### src/hw/acso_pkg.sv
// Purpose: Shared constants for the channel sequencing and averaging control block.
// Assumes: System clock of 250 MHz.
// Notes: All timing counts derive from the rates named here.
package acso_pkg;

  // ----------------------------------------------------------------------
  // Ratio codes
  // ----------------------------------------------------------------------
  localparam logic [2:0] RATIO_NONE = 3'h0;
  localparam logic [2:0] RATIO_2 = 3'h1;
  localparam logic [2:0] RATIO_4 = 3'h2;
  localparam logic [2:0] RATIO_8 = 3'h3;
  localparam logic [2:0] RATIO_16 = 3'h4;
  localparam logic [2:0] RATIO_32 = 3'h5;
  localparam logic [2:0] RATIO_MAX_NORMAL = 3'h5;
  localparam logic [2:0] RATIO_MAX_ROLLING = 3'h3;

  // ----------------------------------------------------------------------
  // Mode and channel encodings
  // ----------------------------------------------------------------------
  localparam logic STYLE_NORMAL = 1'b0;
  localparam logic STYLE_ROLLING = 1'b1;
  localparam logic SET_INDEX0 = 1'b0;
  localparam logic SET_INDEX1 = 1'b1;

  // ----------------------------------------------------------------------
  // Widths and depths
  // ----------------------------------------------------------------------
  localparam int SAMPLE_W = 16;
  localparam int OUT_W = 16;
  localparam int BOOST_BITS = 2;
  localparam int HIST_DEPTH = 8;
  localparam logic [SAMPLE_W-1:0] SAMPLE_RESET = 16'h0000;

  // ----------------------------------------------------------------------
  // Timing
  // ----------------------------------------------------------------------
  localparam int CLK_MHZ = 250;
  localparam int PACE_HI_RES_KSPS = 3000;
  localparam int PACE_LO_RES_KSPS = 4000;
  // Longest spacing between internally paced samples rounds down.
  localparam int PACE_HI_RES_CYC = (CLK_MHZ * 1000) / PACE_HI_RES_KSPS;
  localparam int PACE_LO_RES_CYC = (CLK_MHZ * 1000) / PACE_LO_RES_KSPS;

endpackage : acso_pkg

### src/hw/acso_history.sv
// Purpose: Eight-deep sample history with a sum of the newest n entries.
// Assumes: Shift and fill pulses come from the same clock.
// Notes: Entry 0 is the newest sample.
`timescale 1ns/1ns
module acso_history #(
  parameter int W = acso_pkg::SAMPLE_W,
  parameter int DEPTH = acso_pkg::HIST_DEPTH
) (
  // Clock and reset
  input wire logic mclk_i,
  input wire logic rst_n_i,
  // Sample input
  input wire logic shift_i,
  input wire logic fill_i,
  input wire logic [W-1:0] sample_i,
  // Sum of the newest 2^log2n entries
  input wire logic [1:0] log2n_i,
  output logic [W+2:0] sum_o
);

  initial begin
    if (DEPTH != 8) $error("history depth must be 8");
  end

  logic [W-1:0] hist_q [DEPTH];
  logic [W-1:0] view [DEPTH];
  logic [W+2:0] part [DEPTH];

  always_ff @(posedge mclk_i) begin
    for (int i = 0; i < DEPTH; i++) begin
      if (!rst_n_i) begin
        hist_q[i] <= '0;
      end else if (fill_i) begin
        hist_q[i] <= sample_i;
      end else if (shift_i) begin
        hist_q[i] <= (i == 0) ? sample_i : hist_q[(i == 0) ? 0 : i - 1];
      end
    end
  end

  // The sums see the entries as they stand after this cycle's shift or fill.
  // A result that arrives with its strobe is therefore counted in the average it closes.
  // Running prefix sums; part[k] holds the newest k+1 entries.
  genvar g;
  generate
    for (g = 0; g < DEPTH; g++) begin : g_pref
      if (g == 0) begin : g_first
        assign view[g] = (fill_i || shift_i) ? sample_i : hist_q[g];
        assign part[g] = {3'h0, view[g]};
      end else begin : g_rest
        assign view[g] = fill_i ? sample_i : (shift_i ? hist_q[g-1] : hist_q[g]);
        assign part[g] = part[g-1] + {3'h0, view[g]};
      end
    end
  endgenerate

  wire logic [2:0] last_idx = 3'((4'h1 << log2n_i) - 4'h1);
  assign sum_o = part[last_idx];

endmodule : acso_history

### src/hw/acso_sync.sv
// Purpose: Two flip-flop synchroniser for a level from outside the clock domain.
// Assumes: Input changes slowly relative to mclk_i.
// Notes: The first stage feeds only the second.
`timescale 1ns/1ns
module acso_sync (
  // Clock and reset
  input wire logic mclk_i,
  input wire logic rst_n_i,
  // Level
  input wire logic async_i,
  output logic sync_o
);

  logic meta_q;
  logic sync_q;

  always_ff @(posedge mclk_i) begin
    if (!rst_n_i) begin
      meta_q <= 1'b1;
      sync_q <= 1'b1;
    end else begin
      meta_q <= async_i;
      sync_q <= meta_q;
    end
  end

  assign sync_o = sync_q;

endmodule : acso_sync

### src/hw/acso_ctrl.sv
// Purpose: Channel set choice, conversion pacing and averaging of results.
// Assumes: Conversion results arrive with a done strobe on mclk_i.
// Notes: Chip select is a pin and is synchronised before use.
`timescale 1ns/1ns

// Notes on behaviour
// - Sequencer off: channel-set bit 0 picks index-0 inputs, 1 picks index-1.
// - Sequencer enable bit 0 disables sequencing, 1 enables it.
// - While sequencing, the manual channel-set bit is ignored.
// - Sequencer starts at index-0, then alternates every chip-select-started conversion; paced conversions keep the set.
// - Style bit 0 with valid nonzero ratio gives normal averaging.
// - Style bit 1 with valid nonzero ratio gives rolling averaging.
// - Normal ratio codes: 0 none, 1..5 give 2..32, 6 and 7 invalid.
// - Rolling ratio codes: 0 none, 1..3 give 2..8, 4 to 7 invalid.
// - Normal: chip select starts first conversion, device paces the rest, outputs mean.
// - Extra samples paced at 3 MSPS high-resolution, 4 MSPS otherwise.
// - Normal group result ready for next read; accumulator then cleared.
// - Averaged output is 16 bits unless resolution boost is set.
// - Normal averaging output rate falls by the ratio.
// - Rolling: every conversion host-started; each result enters history.
// - First conversion after any reset fills every history entry.
// - Every completed conversion shifts into history, whatever the settings.
// - Rolling output is mean of newest n history entries, one per conversion.
// - Boost with valid averaging widens result by two bits.
module acso_ctrl #(
  parameter bit HI_RES = 1'b1
) (
  // Clock and reset
  input wire logic mclk_i,
  input wire logic rst_n_i,
  // Pins
  input wire logic cs_n_i,
  // Configuration bits
  input wire logic channel_set_select_i,
  input wire logic auto_sequence_enable_i,
  input wire logic averaging_style_select_i,
  input wire logic [2:0] averaging_ratio_code_i,
  input wire logic resolution_boost_i,
  input wire logic soft_reset_i,
  // Converter core
  output logic conv_start_o,
  output logic conv_set_o,
  input wire logic conv_done_i,
  input wire logic [acso_pkg::SAMPLE_W-1:0] conv_data_i,
  // Result
  output logic result_valid_o,
  output logic [acso_pkg::OUT_W+acso_pkg::BOOST_BITS-1:0] result_o,
  output logic result_wide_o
);

  localparam int SW = acso_pkg::SAMPLE_W;
  localparam int OW = acso_pkg::OUT_W + acso_pkg::BOOST_BITS;
  localparam int AW = SW + 5;
  localparam int PACE = HI_RES ? acso_pkg::PACE_HI_RES_CYC : acso_pkg::PACE_LO_RES_CYC;

  initial begin
    if (PACE < 1) $error("pace count must be at least one cycle");
  end

  // ----------------------------------------------------------------------
  // Chip select edge
  // ----------------------------------------------------------------------
  logic cs_n_s;
  logic cs_n_prev_q;
  acso_sync u_cs_sync (
    .mclk_i(mclk_i),
    .rst_n_i(rst_n_i),
    .async_i(cs_n_i),
    .sync_o(cs_n_s)
  );

  always_ff @(posedge mclk_i) begin
    if (!rst_n_i) begin
      cs_n_prev_q <= 1'b1;
    end else begin
      cs_n_prev_q <= cs_n_s;
    end
  end

  wire logic cs_fall = cs_n_prev_q & ~cs_n_s;
  wire logic clr = ~rst_n_i | soft_reset_i;

  // ----------------------------------------------------------------------
  // Mode decode
  // ----------------------------------------------------------------------
  wire logic code_nz = averaging_ratio_code_i != acso_pkg::RATIO_NONE;
  wire logic norm_ok = averaging_ratio_code_i <= acso_pkg::RATIO_MAX_NORMAL;
  wire logic roll_ok = averaging_ratio_code_i <= acso_pkg::RATIO_MAX_ROLLING;
  wire logic norm_mode = (averaging_style_select_i == acso_pkg::STYLE_NORMAL)
                         & code_nz & norm_ok;
  wire logic roll_mode = (averaging_style_select_i == acso_pkg::STYLE_ROLLING)
                         & code_nz & roll_ok;
  wire logic avg_on = norm_mode | roll_mode;
  wire logic [2:0] log2n = avg_on ? averaging_ratio_code_i : 3'h0;
  wire logic [5:0] ratio_n = 6'(7'h01 << log2n);

  // ----------------------------------------------------------------------
  // Channel set choice
  // ----------------------------------------------------------------------
  logic seq_next_q;
  wire logic set_sel = auto_sequence_enable_i ? seq_next_q
                                              : channel_set_select_i;

  // ----------------------------------------------------------------------
  // Conversion control
  // ----------------------------------------------------------------------
  typedef enum {ST_IDLE, ST_CONV, ST_PACE} acso_state_t;
  acso_state_t state_q;
  acso_state_t state_d;
  logic [5:0] taken_q;
  logic [7:0] pace_q;
  logic set_q;
  logic group_q;
  logic filled_q;
  logic [AW-1:0] acc_q;

  wire logic pace_done = pace_q == 8'(PACE - 1);
  wire logic group_last = (taken_q + 6'h01) >= ratio_n;

  always_comb begin
    state_d = state_q;
    case (state_q)
      ST_IDLE: begin
        if (cs_fall) begin
          state_d = ST_CONV;
        end
      end
      ST_CONV: begin
        if (conv_done_i) begin
          state_d = (group_q && !group_last) ? ST_PACE : ST_IDLE;
        end
      end
      ST_PACE: begin
        if (pace_done) begin
          state_d = ST_CONV;
        end
      end
      default: begin
        state_d = ST_IDLE;
      end
    endcase
  end

  assign conv_start_o = (state_q == ST_IDLE && cs_fall) || (state_q == ST_PACE && pace_done);
  assign conv_set_o = set_q;

  always_ff @(posedge mclk_i) begin
    if (clr) begin
      state_q <= ST_IDLE;
      seq_next_q <= acso_pkg::SET_INDEX0;
      set_q <= acso_pkg::SET_INDEX0;
      group_q <= 1'b0;
      pace_q <= 8'h00;
    end else begin
      state_q <= state_d;
      pace_q <= (state_q == ST_PACE) ? pace_q + 8'h01 : 8'h00;
      if (state_q == ST_IDLE && cs_fall) begin
        set_q <= set_sel;
        group_q <= norm_mode;
        seq_next_q <= auto_sequence_enable_i ? ~seq_next_q : acso_pkg::SET_INDEX0;
      end
    end
  end

  // ----------------------------------------------------------------------
  // Normal averaging accumulator
  // ----------------------------------------------------------------------
  wire logic done = conv_done_i && state_q == ST_CONV;
  wire logic [AW-1:0] acc_sum = acc_q + AW'(conv_data_i);

  always_ff @(posedge mclk_i) begin
    if (clr) begin
      acc_q <= '0;
      taken_q <= 6'h00;
    end else if (done) begin
      if (group_q && !group_last) begin
        acc_q <= acc_sum;
        taken_q <= taken_q + 6'h01;
      end else begin
        acc_q <= '0;
        taken_q <= 6'h00;
      end
    end
  end

  // ----------------------------------------------------------------------
  // History and rolling sum
  // ----------------------------------------------------------------------
  logic [SW+2:0] hist_sum;
  acso_history #(
    .W(SW),
    .DEPTH(acso_pkg::HIST_DEPTH)
  ) u_hist (
    .mclk_i(mclk_i),
    .rst_n_i(rst_n_i),
    .shift_i(done),
    .fill_i(done && !filled_q),
    .sample_i(conv_data_i),
    .log2n_i(roll_mode ? log2n[1:0] : 2'h0),
    .sum_o(hist_sum)
  );

  always_ff @(posedge mclk_i) begin
    if (clr) begin
      filled_q <= 1'b0;
    end else if (done) begin
      filled_q <= 1'b1;
    end
  end

  // ----------------------------------------------------------------------
  // Output formatting
  // ----------------------------------------------------------------------
  wire logic boost = resolution_boost_i & avg_on;
  wire logic [AW+1:0] norm_total = {acc_sum, 2'b00};
  wire logic [AW+1:0] roll_total = {2'b00, hist_sum, 2'b00};
  wire logic [AW+1:0] pick = roll_mode ? roll_total : norm_total;
  wire logic [AW+1:0] shifted = pick >> log2n;
  wire logic [OW-1:0] fmt = boost ? OW'(shifted)
                                  : {2'b00, shifted[OW-1:2]};
  wire logic finish = done && !(group_q && !group_last);

  always_ff @(posedge mclk_i) begin
    if (clr) begin
      result_o <= '0;
      result_valid_o <= 1'b0;
      result_wide_o <= 1'b0;
    end else begin
      result_valid_o <= finish;
      if (finish) begin
        result_o <= fmt;
        result_wide_o <= boost;
      end
    end
  end
endmodule : acso_ctrl

### config.mk
export PLATFORM = sky130hd
export DESIGN_NAME = acso_ctrl
export DESIGN_NICKNAME = d
export VERILOG_FILES = /design/src/hw/acso_pkg.sv /design/src/hw/acso_history.sv /design/src/hw/acso_sync.sv /design/src/hw/acso_ctrl.sv
export SDC_FILE = /design/constraint.sdc
export NUM_CORES = 1
export LEC_CHECK = 0
export ABC_CLOCK_PERIOD_IN_PS = 14200
export BUFFER_PORTS_ARGS = -buffer_cell sky130_fd_sc_hd__clkbuf_2
export CAP_MARGIN = 40
export CORE_AREA = 2 2 196 159
export CTS_BUF_LIST = sky130_fd_sc_hd__clkbuf_8
export DETAILED_ROUTE_END_ITERATION = 6
export DIE_AREA = 0 0 198 161
export PLACE_DENSITY_LB_ADDON = 0.25
export SYNTH_ARGS = -nofsm -noshare
export SYNTH_HDL_FRONTEND = slang
export SYNTH_SLANG_ARGS = --single-unit
### constraint.sdc
create_clock -name mclk_i -period 14.2 [get_ports mclk_i]
set_input_delay 1.42 -clock mclk_i [delete_from_list [all_inputs] [get_ports mclk_i]]
set_output_delay 1.42 -clock mclk_i [all_outputs]
set_load 0.1 [all_outputs]
==> impl_metrics.env <==
export IMPL_status="finished clean"
export IMPL_antenna_found_initial=1
export IMPL_clk_latency_ns=0.52
export IMPL_end_kind="flip-flop"
export IMPL_fin_tns_setup_ns=0
export IMPL_tritoncts="done"
export IMPL_ys_types=89
export IMPL_timing_final_crit_share_pct=87.88
export IMPL_slew_headroom_pct=42.45
export IMPL_pin_count=50
export IMPL_yosys_warnings=0
export IMPL_totalWireLength_um=50650
export IMPL_crit_type="input port to flip-flop"
export IMPL_fillers=2783
export IMPL_r2r_setup_slack_ns=2.15
export IMPL_ctsHoldBuffers=0
export IMPL_path_delay_family="compound AO/OA/AOI/OAI gates"
export IMPL_fp_dieH_um=161
export IMPL_dpl_hpwl_um=38260
export IMPL_multi_input_area_sq_mm=0.01120
export IMPL_syn_to_final_growth_pct=5.498
export IMPL_setup_viol=0
export IMPL_layout_common_cells="nand2_1 (276), a21oi_1 (241), nor2_1 (238)"
export IMPL_syn_area_sq_mm=0.01686
export IMPL_max_stage_delay_ns=0.79
export IMPL_initial_core_util_pct=56.16
export IMPL_cts_setup_buffers=0
export IMPL_grt_start_max_net_pins=171
export IMPL_arrival_ns=12.88
export IMPL_ir_drop_v=0.0003322
export IMPL_via_count=15950
export IMPL_finalHoldViolCount=0
export IMPL_avgSynthCellArea_sq_um=7.992
export IMPL_coreArea_sq_mm=0.03003
export IMPL_cp_common_cell="ha_1"
export IMPL_cp_start_kind="input port"
export IMPL_final_common_cell="nand2_1"
export IMPL_num_rows=57
export IMPL_first_global_vias=14560
export IMPL_path_clk_slew_ns=0.11
export IMPL_worst_pin_slew_ns=0.8498
export IMPL_hold_path_class="flip-flop to flip-flop"
export IMPL_clock_sinks=192
export IMPL_critical_path_required_ns=14.60
export IMPL_die_w_um=198
export IMPL_synth_seq_cells=192
export IMPL_rsz0062_at_grt="false"
export IMPL_synth_seq_area_share_pct=30.39
export IMPL_regArea_sq_mm=0.005129
export IMPL_routabilityCongestion=0.9916
export IMPL_drive_above_1_share_pct=7.028
export IMPL_ctsRootBufferMaster="clkbuf_8"
export IMPL_slew_violations=0
export IMPL_first_pass_iters=6
export IMPL_synth_cells=2110
export IMPL_drtIter0Drc=1640
export IMPL_fin_worst_skew_ns=0.01583
export IMPL_power_density_mw_per_mm2=256.3
export IMPL_track_usage_pct=31.97
export IMPL_grt_first_pass_wirelength_um=79490
export IMPL_drc=0
export IMPL_maxCapViolCount=0
export IMPL_syn_nets=2283
export IMPL_grt_overflow=0
export IMPL_path_max_fanout=170
export IMPL_diodes=0
export IMPL_timing_hold_ws_ns=0.4192
export IMPL_synth_edf_count=128
export IMPL_cts_resized=0
export IMPL_avgRoutedWirePerCell_um=20.11
export IMPL_ys_flop_type="edfxtp_1"
export IMPL_total_power_uw=4560
export IMPL_nets=2266
export IMPL_clockBufferDepth=2
export IMPL_path_buf_inv=3
export IMPL_h_tree_depth=4
export IMPL_dieArea_sq_mm=0.03188
export IMPL_io_buffer_count=49
export IMPL_final_antenna_net_count=0
export IMPL_min_period_ns=12.48
export IMPL_synthArstFlopShare_pct=0
export IMPL_leakage_uw=0.007539
export IMPL_timing_fmax_ghz=0.08014
export IMPL_cts_buffers=17
export IMPL_critPathSlowestCell="buf_4"
export IMPL_vias_per_cell=6.330
cells by family (layout without fill, tap and decap cells):
family | count (synthesis) | count (layout) | synth area share (%)
AO/OA/AOI/OAI | 726 | 726 | 26.91
XOR/XNOR | 119 | 119 | 6.352
adder cells (fa/ha/maj) | 145 | 145 | 11.12
buffers and inverters | 145 | 141 | 3.280
flip-flops | 192 | 192 | 30.39
multiplexers | 31 | 31 | 1.966
AND/OR/NAND/NOR | 752 | 752 | 19.99
worst paths after layout:
path	startpoint	endpoint	depth (start not counted)
worst max-delay path	conv_done_i	result_o[13]	42
worst min-delay path	u_cs_sync.meta_q	u_cs_sync.sync_o	1
worst max register to register	filled_q	result_o[13]	43
worst min register to register	u_cs_sync.meta_q	u_cs_sync.sync_o	1
state kept, by name, indices dropped and copies added (netlist names):
name,flops
seq_next_q,1
filled_q,1
taken_q,6
state_q,2
pace_q,8
result_wide_o,1
u_cs_sync.sync_o,1
acc_q,21
u_cs_sync.meta_q,1
result_o,18
conv_set_o,1
group_q,1
result_valid_o,1
u_hist.hist_q,128
cs_n_prev_q,1
synthesized netlist by cell type, types with 5 or more instances:
cell | instances | area [sq um]
a211oi_1 | 28 | 210.2
a211oi_2 | 5 | 62.56
a21boi_0 | 5 | 37.54
a21o_1 | 47 | 352.8
a21oi_1 | 241 | 1206
a21oi_2 | 5 | 43.79
a221oi_1 | 6 | 52.55
a22oi_1 | 17 | 127.6
a31o_2 | 7 | 61.31
a31oi_1 | 8 | 50.05
and2_1 | 16 | 100.1
and3_1 | 23 | 143.9
buf_1 | 9 | 33.78
clkbuf_1 | 90 | 337.8
dfxtp_1 | 64 | 1281
edfxtp_1 | 128 | 3844
fa_1 | 8 | 160.2
ha_1 | 137 | 1714
inv_1 | 43 | 161.4
mux2_2 | 7 | 78.83
mux2i_1 | 23 | 230.2
nand2_1 | 278 | 1044
nand2b_1 | 32 | 200.2
nand3_1 | 51 | 255.2
nand4_1 | 11 | 68.82
nor2_1 | 238 | 893.4
nor2b_1 | 33 | 206.5
nor3_1 | 32 | 160.2
o211ai_1 | 14 | 105.1
o21a_1 | 31 | 232.7
o21ai_0 | 202 | 1011
o21ai_1 | 8 | 40.04
o21bai_1 | 19 | 142.6
o22ai_1 | 11 | 68.82
o31ai_1 | 7 | 52.55
or3_1 | 9 | 56.30
xnor2_1 | 72 | 630.6
xor2_1 | 45 | 394.1
layer usage:
metal  up-vias  share of wire (%)  track usage (%)
met5         -                  0                0
met4         0                3.2            11.38
met3       101                9.6            6.933
met2       728                 42            46.61
met1      7464                 45            46.59
li1       7653                  -                -
layout make-up:
class                      instances  share of cell area, %
inverter                          44                 0.9284
multi-input combinational       1773                  62.96
tap                              413                  2.905
clock inverter                    14                 0.8299
timing repair buffer              65                  2.152
sequential                       192                  28.83
clock buffer                      18                  1.393
through the flow:
step / utilization (%) / instance area, sq um / instances / setup slack, ns
2_1_floorplan: - / 16860 / 2110 / 3.300
3_3_place_gp: 57.84 / 17370 / 2484 / 1.664
3_5_place_dp: 57.93 / 17390 / 2487 / 1.587
4_1_cts: 59.25 / 17790 / 2519 / 2.088
5_1_grt: 59.25 / 17790 / 2519 / 0.9710
6_report: 59.25 / 17790 / 2519 / 1.721
where the power goes:
group | internal, uW | switching (uW) | total, uW
Sequential | 610 | 9.48 | 620
Clock | 150 | 233 | 383
Combinational | 1460 | 2100 | 3560
Total | 2220 | 2340 | 4560
(Power assumes the default switching activity.)
